### src/design/mac_unit_pkg.sv
/*
 * package for the snooping multiply-accumulate unit: mode codes, bit positions,
 * widths and the structs that carry the bus access and result words.
 * assumes nothing of its surroundings.
 */
package mac_unit_pkg;

	localparam int unsigned WORD_W = 16;
	localparam int unsigned ACC_W = 42;
	localparam int unsigned SAT_W = 32;
	localparam int unsigned EXT_W = 10;

	// mode field codes, control bits 2..0 (sign for products / wide for accumulates, product, accumulate)
	localparam logic [2:0] MODE_SAT_MAC = 3'h1;
	localparam logic [2:0] MODE_WIDE_MAC = 3'h5;
	localparam logic [2:0] MODE_UMUL = 3'h2;
	localparam logic [2:0] MODE_SMUL = 3'h6;

	localparam int unsigned SNOOP_EN_BIT = 6;
	localparam int unsigned WIPE_BIT = 7;
	localparam int unsigned OVF_BIT = 0;

	// byte step between the three held multiplier words
	localparam logic [15:0] STEP_B = 16'h0002;
	localparam logic [15:0] STEP_C = 16'h0004;

	localparam logic [7:0] CTRL_RESET = 8'h00;
	localparam logic [7:0] BYTE_RESET = 8'h00;
	localparam logic [15:0] WORD_RESET = 16'h0000;

	typedef enum logic [1:0] {
		SEL_NONE = 2'h0,
		SEL_A = 2'h1,
		SEL_B = 2'h3,
		SEL_C = 2'h2
	} held_sel_e;

	typedef struct packed {
		logic valid;
		logic [15:0] addr;
		logic [15:0] data;
	} bus_access_s;

	typedef struct packed {
		logic [15:0] ext;
		logic [15:0] high;
		logic [15:0] low;
	} result_words_s;

	// which held word an address selects, relative to a base
	function automatic held_sel_e held_select(input logic [15:0] addr, input logic [15:0] base);
		if (addr == base) begin
			return SEL_A;
		end else if (addr == 16'(base + STEP_B)) begin
			return SEL_B;
		end else if (addr == 16'(base + STEP_C)) begin
			return SEL_C;
		end else begin
			return SEL_NONE;
		end
	endfunction : held_select

endpackage : mac_unit_pkg

### src/design/mac_arith.sv
/*
 * combinational multiply and accumulate core.
 * assumes the caller registers the result words and supplies the mode code.
 */
`timescale 1ns/10ps
module mac_arith (
	input wire logic [2:0] mode,
	input wire logic [15:0] multiplier,
	input wire logic [15:0] multiplicand,
	input wire logic [41:0] acc_in,
	output logic [41:0] acc_out,
	output logic overflow
);
	logic is_signed;
	logic [31:0] prod32;
	logic signed [41:0] prod_ext;
	logic signed [41:0] sum42;
	logic signed [32:0] sum33;
	logic [31:0] acc_lo;

	always_comb begin
		is_signed = mode[2] || (mode == mac_unit_pkg::MODE_SAT_MAC);
		if (is_signed) begin
			prod32 = 32'($signed(multiplier) * $signed(multiplicand));
			prod_ext = {{10{prod32[31]}}, prod32};
		end else begin
			prod32 = 32'(multiplier * multiplicand);
			prod_ext = {10'h000, prod32};
		end
		acc_lo = acc_in[31:0];
		sum42 = 42'($signed(acc_in) + prod_ext);
		sum33 = 33'($signed({acc_lo[31], acc_lo}) + $signed({prod32[31], prod32}));
		overflow = 1'b0;
		case (mode)
			mac_unit_pkg::MODE_SAT_MAC: begin
				// saturating: 32-bit accumulate with clamp
				overflow = sum33[32] != sum33[31];
				if (overflow) begin
					acc_out = sum33[32] ? {10'h000, 32'h8000_0000} : {10'h000, 32'h7FFF_FFFF};
				end else begin
					acc_out = {10'h000, sum33[31:0]};
				end
			end
			mac_unit_pkg::MODE_WIDE_MAC: begin
				acc_out = sum42;
			end
			mac_unit_pkg::MODE_UMUL, mac_unit_pkg::MODE_SMUL: begin
				acc_out = prod_ext;
			end
			default: begin
				acc_out = acc_in;
			end
		endcase
	end
endmodule : mac_arith

### src/design/snoop_mac.sv
/*
 * snooping 16x16 multiply / multiply-accumulate unit, top level.
 * assumes a synchronous cpu bus on mclk with one-cycle access strobes and
 * unit register writes presented as plain strobed ports.
 */
`timescale 1ns/10ps
module snoop_mac (
	input wire logic mclk,
	input wire logic rst_n,
	input wire logic [7:0] ctrl_wdata,
	input wire logic ctrl_we,
	input wire logic [7:0] base_wdata,
	input wire logic base_we,
	input wire logic [7:0] mplr_off_wdata,
	input wire logic mplr_off_we,
	input wire logic [7:0] mcand_off_wdata,
	input wire logic mcand_off_we,
	input wire logic [15:0] direct_wdata,
	input wire logic direct_multiplier_we,
	input wire logic direct_multiplicand_we,
	input wire logic [15:0] result_wdata,
	input wire logic result_ext_we,
	input wire logic result_high_we,
	input wire logic result_low_we,
	input wire mac_unit_pkg::bus_access_s cpu_bus,
	output logic [7:0] unit_control_reg,
	output logic [15:0] held_multiplier_a,
	output logic [15:0] held_multiplier_b,
	output logic [15:0] held_multiplier_c,
	output logic [15:0] direct_multiplier_reg,
	output mac_unit_pkg::result_words_s result_words,
	output logic op_done
);
	// ****************************************
	// register state
	// ****************************************
	logic [7:0] ctrl_reg, ctrl_next;
	logic [7:0] base_reg, base_next;
	logic [7:0] mplr_off_reg, mplr_off_next;
	logic [7:0] mcand_off_reg, mcand_off_next;
	logic [15:0] held_a_reg, held_a_next;
	logic [15:0] held_b_reg, held_b_next;
	logic [15:0] held_c_reg, held_c_next;
	logic [15:0] mr_reg, mr_next;
	logic [15:0] last_mplr_reg, last_mplr_next;
	logic [15:0] ext_reg, ext_next;
	logic [15:0] high_reg, high_next;
	logic [15:0] low_reg, low_next;
	logic done_reg, done_next;

	logic snoop_on;
	logic [15:0] mplr_base;
	logic [15:0] mcand_base;
	mac_unit_pkg::held_sel_e mplr_hit;
	mac_unit_pkg::held_sel_e mcand_hit;
	logic start;
	logic [15:0] op_multiplier;
	logic [15:0] op_multiplicand;
	logic [41:0] acc_in;
	logic [41:0] acc_out;
	logic acc_ovf;
	logic wide_mode;

	mac_arith u_arith (
		.mode(ctrl_reg[2:0]),
		.multiplier(op_multiplier),
		.multiplicand(op_multiplicand),
		.acc_in(acc_in),
		.acc_out(acc_out),
		.overflow(acc_ovf)
	);

	// ****************************************
	// snoop decode and operand selection
	// ****************************************
	always_comb begin
		snoop_on = ctrl_reg[mac_unit_pkg::SNOOP_EN_BIT];
		mplr_base = {base_reg, mplr_off_reg};
		mcand_base = {base_reg, mcand_off_reg};
		mplr_hit = mac_unit_pkg::SEL_NONE;
		mcand_hit = mac_unit_pkg::SEL_NONE;
		if (snoop_on && cpu_bus.valid) begin
			mplr_hit = mac_unit_pkg::held_select(cpu_bus.addr, mplr_base);
			mcand_hit = mac_unit_pkg::held_select(cpu_bus.addr, mcand_base);
		end
		// a direct multiplicand takes the latest multiplier, direct or snooped
		op_multiplier = last_mplr_reg;
		op_multiplicand = direct_wdata;
		start = direct_multiplicand_we;
		if (mcand_hit != mac_unit_pkg::SEL_NONE) begin
			start = 1'b1;
			op_multiplicand = cpu_bus.data;
			case (mcand_hit)
				mac_unit_pkg::SEL_A: op_multiplier = held_a_reg;
				mac_unit_pkg::SEL_B: op_multiplier = held_b_reg;
				mac_unit_pkg::SEL_C: op_multiplier = held_c_reg;
				default: op_multiplier = mr_reg;
			endcase
		end else if (direct_multiplicand_we && mplr_hit != mac_unit_pkg::SEL_NONE) begin
			op_multiplier = cpu_bus.data;
		end
		wide_mode = ctrl_reg[2:0] != mac_unit_pkg::MODE_SAT_MAC;
		acc_in = wide_mode ? {ext_reg[9:0], high_reg, low_reg}
			: {10'h000, high_reg, low_reg};
	end

	// ****************************************
	// next-state for registers
	// ****************************************
	always_comb begin
		ctrl_next = ctrl_we ? ctrl_wdata : ctrl_reg;
		base_next = base_we ? base_wdata : base_reg;
		mplr_off_next = mplr_off_we ? mplr_off_wdata : mplr_off_reg;
		mcand_off_next = mcand_off_we ? mcand_off_wdata : mcand_off_reg;
		mr_next = direct_multiplier_we ? direct_wdata : mr_reg;
		if (direct_multiplier_we) begin
			last_mplr_next = direct_wdata;
		end else if (mplr_hit != mac_unit_pkg::SEL_NONE) begin
			last_mplr_next = cpu_bus.data;
		end else begin
			last_mplr_next = last_mplr_reg;
		end
		// held words change only on their own snoop hit
		held_a_next = held_a_reg;
		held_b_next = held_b_reg;
		held_c_next = held_c_reg;
		case (mplr_hit)
			mac_unit_pkg::SEL_A: held_a_next = cpu_bus.data;
			mac_unit_pkg::SEL_B: held_b_next = cpu_bus.data;
			mac_unit_pkg::SEL_C: held_c_next = cpu_bus.data;
			default: ;
		endcase
		ext_next = ext_reg;
		high_next = high_reg;
		low_next = low_reg;
		done_next = start;
		if ((result_ext_we || result_high_we || result_low_we)
			&& ctrl_reg[mac_unit_pkg::WIPE_BIT]) begin
			ext_next = mac_unit_pkg::WORD_RESET;
			high_next = mac_unit_pkg::WORD_RESET;
			low_next = mac_unit_pkg::WORD_RESET;
		end else if (result_ext_we || result_high_we || result_low_we) begin
			if (result_ext_we) ext_next = result_wdata;
			if (result_high_we) high_next = result_wdata;
			if (result_low_we) low_next = result_wdata;
		end else if (start) begin
			high_next = acc_out[31:16];
			low_next = acc_out[15:0];
			if (ctrl_reg[2:0] == mac_unit_pkg::MODE_SAT_MAC) begin
				// sticky overflow flag; a result word write in the same cycle wins
				ext_next = {ext_reg[15:1], ext_reg[mac_unit_pkg::OVF_BIT] | acc_ovf};
			end else if (ctrl_reg[2:0] == mac_unit_pkg::MODE_WIDE_MAC
				|| ctrl_reg[2:0] == mac_unit_pkg::MODE_UMUL
				|| ctrl_reg[2:0] == mac_unit_pkg::MODE_SMUL) begin
				ext_next = {{6{acc_out[41]}}, acc_out[41:32]};
			end
		end
	end

	always_ff @(posedge mclk or negedge rst_n) begin
		if (!rst_n) begin
			ctrl_reg <= mac_unit_pkg::CTRL_RESET;
			base_reg <= mac_unit_pkg::BYTE_RESET;
			mplr_off_reg <= mac_unit_pkg::BYTE_RESET;
			mcand_off_reg <= mac_unit_pkg::BYTE_RESET;
			held_a_reg <= mac_unit_pkg::WORD_RESET;
			held_b_reg <= mac_unit_pkg::WORD_RESET;
			held_c_reg <= mac_unit_pkg::WORD_RESET;
			mr_reg <= mac_unit_pkg::WORD_RESET;
			last_mplr_reg <= mac_unit_pkg::WORD_RESET;
			ext_reg <= mac_unit_pkg::WORD_RESET;
			high_reg <= mac_unit_pkg::WORD_RESET;
			low_reg <= mac_unit_pkg::WORD_RESET;
			done_reg <= 1'b0;
		end else begin
			ctrl_reg <= ctrl_next;
			base_reg <= base_next;
			mplr_off_reg <= mplr_off_next;
			mcand_off_reg <= mcand_off_next;
			held_a_reg <= held_a_next;
			held_b_reg <= held_b_next;
			held_c_reg <= held_c_next;
			mr_reg <= mr_next;
			last_mplr_reg <= last_mplr_next;
			ext_reg <= ext_next;
			high_reg <= high_next;
			low_reg <= low_next;
			done_reg <= done_next;
		end
	end

	assign unit_control_reg = ctrl_reg;
	assign held_multiplier_a = held_a_reg;
	assign held_multiplier_b = held_b_reg;
	assign held_multiplier_c = held_c_reg;
	assign direct_multiplier_reg = mr_reg;
	assign result_words = '{ext: ext_reg, high: high_reg, low: low_reg};
	assign op_done = done_reg;

	// ****************************************
	// assertions
	// ****************************************
	logic no_rw;
	assign no_rw = !(result_ext_we || result_high_we || result_low_we);

	a_snoop_gate_off: assert property (@(posedge mclk) disable iff (!rst_n)
		!ctrl_reg[6] && !ctrl_we |=> $stable(held_a_reg) && $stable(held_b_reg)
		&& $stable(held_c_reg)) else $error("held word changed with snooping off");
	a_held_a_load: assert property (@(posedge mclk) disable iff (!rst_n)
		ctrl_reg[6] && cpu_bus.valid && cpu_bus.addr == {base_reg, mplr_off_reg}
		|=> held_a_reg == $past(cpu_bus.data)) else $error("held a not loaded");
	a_held_c_load: assert property (@(posedge mclk) disable iff (!rst_n)
		ctrl_reg[6] && cpu_bus.valid
		&& cpu_bus.addr == 16'({base_reg, mplr_off_reg} + 16'h0004)
		|=> held_c_reg == $past(cpu_bus.data)) else $error("held c not loaded");
	a_held_b_keep: assert property (@(posedge mclk) disable iff (!rst_n)
		mplr_hit != mac_unit_pkg::SEL_B |=> $stable(held_b_reg))
		else $error("held b changed without hit");
	a_start_done: assert property (@(posedge mclk) disable iff (!rst_n)
		direct_multiplicand_we |=> op_done) else $error("no start on load");
	a_mcand_snoop: assert property (@(posedge mclk) disable iff (!rst_n)
		mcand_hit == mac_unit_pkg::SEL_A && no_rw && ctrl_reg[2:0] == 3'h2
		|=> {high_reg, low_reg} == 32'($past(held_a_reg) * $past(cpu_bus.data)))
		else $error("snooped multiplicand product wrong");
	a_wipe_all: assert property (@(posedge mclk) disable iff (!rst_n)
		ctrl_reg[7] && !no_rw |=> ext_reg == 16'h0000 && high_reg == 16'h0000
		&& low_reg == 16'h0000) else $error("wipe missed");
	a_wide_accum: assert property (@(posedge mclk) disable iff (!rst_n)
		start && no_rw && ctrl_reg[2:0] == 3'h5 |=> {ext_reg[9:0], high_reg, low_reg}
		== 42'($past({ext_reg[9:0], high_reg, low_reg})
		+ 42'($signed($past(op_multiplier)) * $signed($past(op_multiplicand)))))
		else $error("wide accumulate wrong");
	a_sat_flag: assert property (@(posedge mclk) disable iff (!rst_n)
		start && no_rw && ctrl_reg[2:0] == 3'h1 && acc_ovf
		|=> ext_reg[0] && {high_reg, low_reg}
		== ($past(high_reg[15]) ? 32'h8000_0000 : 32'h7fff_ffff))
		else $error("saturation flag or clamp wrong");
	a_smul_prod: assert property (@(posedge mclk) disable iff (!rst_n)
		direct_multiplicand_we && no_rw && mcand_hit == mac_unit_pkg::SEL_NONE
		&& mplr_hit == mac_unit_pkg::SEL_NONE
		&& ctrl_reg[2:0] == 3'h6 |=> $signed({high_reg, low_reg})
		== 32'($signed($past(last_mplr_reg)) * $signed($past(direct_wdata))))
		else $error("signed product wrong");

	c_snoop_mult: cover property (@(posedge mclk) disable iff (!rst_n)
		mplr_hit != mac_unit_pkg::SEL_NONE ##[1:8] mcand_hit != mac_unit_pkg::SEL_NONE);
	c_sat_ovf: cover property (@(posedge mclk) disable iff (!rst_n)
		start && acc_ovf);
	c_wipe: cover property (@(posedge mclk) disable iff (!rst_n)
		ctrl_reg[7] && result_ext_we);
	c_direct: cover property (@(posedge mclk) disable iff (!rst_n)
		direct_multiplier_we ##1 direct_multiplicand_we);
endmodule : snoop_mac

### config.mk
export PLATFORM = sky130hd
export DESIGN_NAME = snoop_mac
export DESIGN_NICKNAME = d
export VERILOG_FILES = /design/src/design/mac_unit_pkg.sv /design/src/design/mac_arith.sv /design/src/design/snoop_mac.sv
export SDC_FILE = /design/constraint.sdc
export NUM_CORES = 2
export LEC_CHECK = 0
export BUFFER_PORTS_ARGS = -buffer_cell sky130_fd_sc_hd__buf_2
export CORE_UTILIZATION = 60
export DETAILED_ROUTE_END_ITERATION = 7
export GPL_TIMING_DRIVEN = 0
export PLACE_DENSITY = 0.8
export SETUP_SLACK_MARGIN = 0.15
export SYNTH_ARGS = -nofsm -noshare
export SYNTH_HDL_FRONTEND = slang
export SYNTH_HIERARCHICAL = 1
export SYNTH_SLANG_ARGS = --single-unit
### constraint.sdc
create_clock -name mclk -period 16.9 [get_ports mclk]
set_input_delay 3.38 -clock mclk [delete_from_list [all_inputs] [get_ports mclk]]
set_output_delay 3.38 -clock mclk [all_outputs]
set_load 0.02 [all_outputs]
==> Word-level counts from Yosys, hierarchy flattened <==
Cells that the tools add are included.
{ "classes": {"mux": 36, "add_sub_neg": 6, "n_eq_ne": 22, "reduce_logical": 19, "n_bitwise": 1, "n_mul": 2} }
{ "ops": {"columns": ["operator", "n"], "rows": [
  ["two-way mux 16 bit", 19],
  ["two-way mux 42 bit", 3],
  ["one-hot mux 42 bit (3 select lines)", 1],
  ["== test 16 bit", 6],
  ["multiplier 16 x 16 -> 32 bit", 2],
  ["two-way mux 32 bit", 2],
  ["one-hot mux 16 bit (3 select lines)", 1],
  ["adder 42 bit", 1],
  ["adder 32 x 32 -> 33 bit", 1],
  ["adder 16 x 2 -> 16 bit (second input constant)", 2],
  ["adder 16 x 3 -> 16 bit (second input constant)", 2],
  ["two-way mux 2 bit", 8],
  ["inequality test 3 x 2 -> 1 bit (second input constant)", 3],
  ["== test 2 bit (second input constant)", 4],
  ["== test 3 bit (second input constant)", 2],
  ["nonzero test 2 bit", 3],
  ["nonzero test 3 bit", 2],
  ["logical OR 1 bit", 5],
  ["== test 2 x 1 -> 1 bit (second input constant)", 2],
  ["AND reduction 2 bit", 2],
  ["AND reduction 4 bit", 1],
  ["nonzero test 4 bit", 1],
  ["== test 3 x 1 -> 1 bit (second input constant)", 1],
  ["== test 3 x 2 -> 1 bit (second input constant)", 1],
  ["other kinds (8)", 11]
]} }
{ "word_totals": {"in_bits": 108, "word_cells": 100, "out_inout_bits": 121, "ff_bits": 161} }

==> Logic depth before layout (Yosys ltp) <==
{ "logic_depth": {"word_depth": 21, "mapped_depth": 51, "depth_no_buf": 48} }

==> Hierarchy <==
The synthesis kept the hierarchy.
{ "by_module_without_submodules": {"columns": ["module", "area_each_um2", "instances", "cells_each", "seq_area_each_um2"], "rows": [
  ["mac_arith", 18631.6, 1, 2236, 0.0],
  ["snoop_mac", 9978.3, 1, 971, 4028.9]
]} }

==> Least setup slack after synthesis <==
No wires, ideal clock.
{ "synth_timing": {"path_type": "input -> register", "from": "input port cpu_bus[24] (netlist bit)", "to": "register high_reg[1]", "required_time_ns": 16.775, "path_buffers": 5, "setup_slack_ns": 2.745, "t_arrival_ns": 14.031, "cell_stages": 48, "path_cell_list": "buf_2 -> xor2_1 -> nor4_1 -> nand4_1 -> o2111ai_1 -> a2111oi_4 -> a211oi_4 -> buf_2 -> mux2_2 -> clkbuf_1 -> and2_1 -> fa_1 -> inv_1 -> fa_1 -> inv_1 -> fa_1 -> inv_1 -> fa_1 -> [... 12 more ...] -> o21ai_0 -> xor2_1 -> nand2_1 -> nand2_1 -> ha_1 -> nand3_1 -> nor4_1 -> a32oi_2 -> o211ai_1 -> nor2_4 -> a2111oi_2 -> a311oi_2 -> buf_6 -> buf_6 -> a221oi_2 -> mux2i_1 -> a22o_1 -> mux2_2"} }
{ "synth_rtl": {"columns": ["element", "line_no", "source"], "rows": [
  ["start, declared", "snoop_mac.sv:25", "input wire mac_unit_pkg::bus_access_s cpu_bus,"],
  ["== test 16 bit", "mac_unit_pkg.sv:56", "end else if (addr == 16'(base + STEP_C)) begin"],
  ["two-way mux 2 bit", "mac_unit_pkg.sv:56", null],
  ["two-way mux 2 bit", "mac_unit_pkg.sv:54", "end else if (addr == 16'(base + STEP_B)) begin"],
  ["two-way mux 2 bit (*)", "mac_unit_pkg.sv:52", "if (addr == base) begin"],
  ["two-way mux 2 bit (*)", "snoop_mac.sv:82", "if (snoop_on && cpu_bus.valid) begin"],
  ["nonzero test 2 bit (*)", "snoop_mac.sv:90", "if (mcand_hit != mac_unit_pkg::SEL_NONE) begin"],
  ["two-way mux 16 bit (*)", "snoop_mac.sv:90", null],
  ["named net op_multiplicand[5]", "snoop_mac.sv:58", "logic [15:0] op_multiplicand;"],
  ["[... 2 more ...]", null, null],
  ["adder 32 x 32 -> 33 bit", "mac_arith.sv:32", "sum33 = 33'($signed({acc_lo[31], acc_lo}) + $signed({prod32[31], prod32}));"],
  ["two-way mux 32 bit / inequality test 1 bit (equally long branches)", "mac_arith.sv:39, mac_arith.sv:37", null],
  ["two-way mux 42 bit", "mac_arith.sv:38", "if (overflow) begin"],
  ["one-hot mux 42 bit (3 select lines) (*)", "mac_arith.sv:34", "case (mode)"],
  ["named net acc_out[17]", "snoop_mac.sv:60", "logic [41:0] acc_out;"],
  ["two-way mux 16 bit (*)", "snoop_mac.sv:146", "end else if (start) begin"],
  ["two-way mux 16 bit (*)", "snoop_mac.sv:142", "end else if (result_ext_we || result_high_we || result_low_we) begin"],
  ["two-way mux 16 bit (*)", "snoop_mac.sv:137", "if ((result_ext_we || result_high_we || result_low_we)"],
  ["end signal, assigned", "snoop_mac.sv:172", "high_reg <= mac_unit_pkg::WORD_RESET;"],
  ["end signal, assigned", "snoop_mac.sv:186", "high_reg <= high_next;"],
  ["end, declared", "snoop_mac.sv:47", "logic [15:0] high_reg, high_next;"]
]} }
Mark *: on every way through the listed nets, which the timed path passes. The rest lies on a longest branch. The select of a mux whose other input is x is not followed.
A chain may end at the register's enable or synchronous reset.

==> Worst setup path in the final report <==
{ "layout_timing": {"from": "input port cpu_bus[19] (netlist bit)", "to": "register ext_reg[9]"} }
{ "layout_between": {"elab_chain_cells": 18} }
{ "layout_rtl": {"columns": ["element", "line_no", "source"], "rows": [
  ["branches (longest 8 deep; another with == test 16 bit)", null, null],
  ["two-way mux 16 bit (*)", "snoop_mac.sv:90", null],
  ["named net op_multiplier[14]", "snoop_mac.sv:57", "logic [15:0] op_multiplier;"],
  ["multiplier 16 x 16 -> 32 bit (on tied branches)", "mac_arith.sv:27, mac_arith.sv:24", null],
  ["two-way mux 42 bit (*)", "mac_arith.sv:23", "if (is_signed) begin"],
  ["adder 42 bit", "mac_arith.sv:31", "sum42 = 42'($signed(acc_in) + prod_ext);"],
  ["one-hot mux 42 bit (3 select lines) (*)", "mac_arith.sv:34", null],
  ["named net acc_out[41]", "snoop_mac.sv:60", null],
  ["two-way mux 16 bit (*)", "snoop_mac.sv:152", "end else if (ctrl_reg[2:0] == mac_unit_pkg::MODE_WIDE_MAC"],
  ["two-way mux 16 bit (*)", "snoop_mac.sv:149", "if (ctrl_reg[2:0] == mac_unit_pkg::MODE_SAT_MAC) begin"],
  ["two-way mux 16 bit (*)", "snoop_mac.sv:146", null],
  ["two-way mux 16 bit (*)", "snoop_mac.sv:142", null],
  ["two-way mux 16 bit (*)", "snoop_mac.sv:137", null],
  ["end signal, assigned", "snoop_mac.sv:171", "ext_reg <= mac_unit_pkg::WORD_RESET;"],
  ["end signal, assigned", "snoop_mac.sv:185", "ext_reg <= ext_next;"],
  ["end, declared", "snoop_mac.sv:46", "logic [15:0] ext_reg, ext_next;"]
]} }
Mark *: on every way through the listed nets, which the timed path passes. The select of a mux whose other input is x is not followed.

==> flow_summary_export.csv <==
group,metric,value,unit
setup_path,path_class,"in2reg",
yosys,yosysWarnings,6,
clock_tree,htreeDepth,4,
clock_tree,clock_sink_count,161,
yosys,ys_seq_area_frac,0.141,
clock_tree,cts_buffer_depth,2,
placed_design,place_congestion,1.01,
setup_path,critPathRequiredTime,17.28,ns
yosys,netlist_area,0.0286,mm2
yosys,ys_types,107,
clock_tree,cts.clk_slew.worst_paths,0.08,ns
clock_tree,cts-buffers-inserted,17,
placed_design,place_area,0.0305,mm2
setup_path,startpoint_type,"input port",
grt,grt_pass1_wl,133000,um
run,max_cap_violations,0,
clock_tree,holdBufCountCts,0,
grt,grt_pass1_vias,24300,
finish,areaGrowthSynthToFinish,8.73,%
finish,final_common_cell,"inv_1",
finish,fin_area,0.0311,mm2
clock_tree,cts_root_buffer,"clkbuf_16",
setup_path,cp-endpoint,"ext_reg[9]",
sta,hold_slack,0.503,ns
yosys,synth_edf_count,0,
sta,fmaxAchievable,61.2,MHz
floorplanning,core_area,0.0468,mm2
grt,grt_max_degree,93,
sta,tightest_slew,1.02,ns
sta,tns,0,ns
floorplanning,die-area,0.0486,mm2
sta,min_period,16.34,ns
yosys,synth.area.top_cells,"fa_1 (25%), dfrtp_1 (14%), ha_1 (8.9%)",
floorplanning,initial_core_util,0.612,
sta,rsz0062_at_grt,"false",
floorplanning,io_pins,229,
yosys,synthFlopType,"dfrtp_1",
finish,drive_gt1_frac,0.162,
setup_path,r2r_slack,3.08,ns
route,routed_via_density,6.04,
route,wl,84000,um
setup_path,crit_start,"cpu_bus[19]",
route,antenna_left,0,
setup_path,r2r_end,"ext_reg[9]",
yosys,syn_inst,3207,
setup_path,critPathMaxFanout,10,
placed_design,hpwl,69400,um
floorplanning,rows,79,
sta,period_share,0.967,
hold_path,holdCritPathClass,"reg2reg",
finish,most-common-layout-cells,"inv_1 (546), fa_1 (363), nand2_1 (264)",
grt,track_usage,0.358,
route,firstDrtPassIters,8,
yosys,synth_area_leader_cell,"fa_1",
setup_path,max_stage_delay,0.61,ns
yosys,async_flop_share,1.00,
finish,finalNonFillerCells,4068,
clock_tree,cts_tree,"done",
grt,gr-total-overflow,0,
route,drt_iter0_markers,2496,
sta,final-max-slew-violation-count,0,
placed_design,numPortBuffers,220,
setup_path,timing.rr.start,"mcand_off_reg[3]",
floorplanning,die_y,220,um
floorplanning,die_w,220,um
yosys,postSynthAreaPerCell,8.92,um2
sta,skew,0.0220,ns
yosys,syn-num-nets,3882,
yosys,synth_top_cell_area_share,0.254,
setup_path,reg2reg_depth,44,
clock_tree,insertion_delay,0.49,ns
grt,grt_antenna_before_repair,1,
route,vias,24600,
route,drcViolationCount,0,
sta,finalHoldViolCount,0,
outcome,status,"complete, no violations",
sta,relSlewSlack,0.313,
sta,setup_viol,0,
setup_path,crit_slowest_cell,"a2111oi_4",
finish,fin_nets,4122,
setup_path,arrival,16.72,ns
setup_path,cp-end-kind,"flop",
placed_design,dp_cells,4035,
yosys,synth_seq_cells,161,
route,wl_per_cell,20.7,um
-- per-stage QoR --
step | setup WS (ns) | utilization
final | 0.559 | 0.665
after detailed placement | 0.197 | 0.653
after floorplan | 2.74 | -
after global routing | 0.165 | 0.665
after global placement | 0.254 | 0.652
after CTS | 0.654 | 0.665
-- critical path: cells and delay by family --
family                   cells  cell delay (ns)
adder cells (fa/ha/maj)      8             3.91
buffers and inverters        6             1.66
XOR/XNOR                     2             0.26
AO/OA/AOI/OAI               18             4.92
AND/OR/NAND/NOR              8             1.95
multiplexers                 2             0.64
-- worst min-delay path by stage --
stage	startpoint	endpoint	slack, ns	cells after the start
2_1_floorplan	mcand_off_reg[0]	mcand_off_reg[0]	0.50	1
3_3_place_gp	direct_multiplier_reg[2]	direct_multiplier_reg[2]	0.48	1
3_5_place_dp	direct_multiplier_reg[0]	direct_multiplier_reg[0]	0.49	1
4_1_cts	direct_multiplier_reg[0]	direct_multiplier_reg[0]	0.51	1
5_1_grt	direct_multiplier_reg[1]	direct_multiplier_reg[1]	0.52	1
6_report	direct_multiplier_reg[1]	direct_multiplier_reg[1]	0.50	1
-- cells in the mapped netlist, drive strengths merged, types with 14 or more instances --
library cell,instances
nand2b,44
a211oi,30
nand4,16
and3,21
inv,547
or3,16
nand2,264
a21oi,152
or4b,17
xor2,58
o31ai,26
a21o,43
nor2,166
mux2i,40
xnor2,82
ha,204
fa,363
nor2b,22
dfrtp,161
a31oi,32
o21a,14
mux2,144
buf,83
o221a,16
nor4,18
a22o,28
nor3,38
nand3,37
and2,134
o22ai,22
o211ai,20
clkbuf,90
o21ai,96
-- layer usage --
metal  up-vias  wire, um  GRT usage  share of wire
met2      1292     38600      0.568           0.46
li1      11100         -          -              -
met5         -        14          0        0.00017
met1     12000     34600      0.490           0.41
met4         2      2730      0.125          0.032
met3       172      8050     0.0698          0.096
-- area by class of cell --
| cell class | count | area, um2 |
|---|---|---|
| diodes | 1 | 2.50 |
| flip-flops and latches | 161 | 4030 |
| inverters | 547 | 2050 |
| clock inverters | 14 | 158 |
| multi-input cells | 2326 | 21600 |
| fillers | 3873 | 15600 |
| plain buffers | 171 | 883 |
| repair buffers | 223 | 1150 |
| clock buffers | 18 | 429 |
| well taps | 607 | 759 |
-- logic make-up after synthesis --
kind of cell	after synthesis	synth area share
AND/OR/NAND/NOR	842	0.150
flip-flops	161	0.141
buffers and inverters	720	0.103
adder cells (fa/ha/maj)	568	0.344
AO/OA/AOI/OAI	591	0.148
multiplexers	184	0.0711
XOR/XNOR	141	0.0439
-- what timing repair did --
item,4_1_cts,5_1_grt
setup endpoints to repair,0,11
buffers inserted,0,2
gates resized for setup,0,1
Power is left out: the tool's default activity adds up to more than one toggle a clock period on the data nets, which glitch-free logic cannot reach.
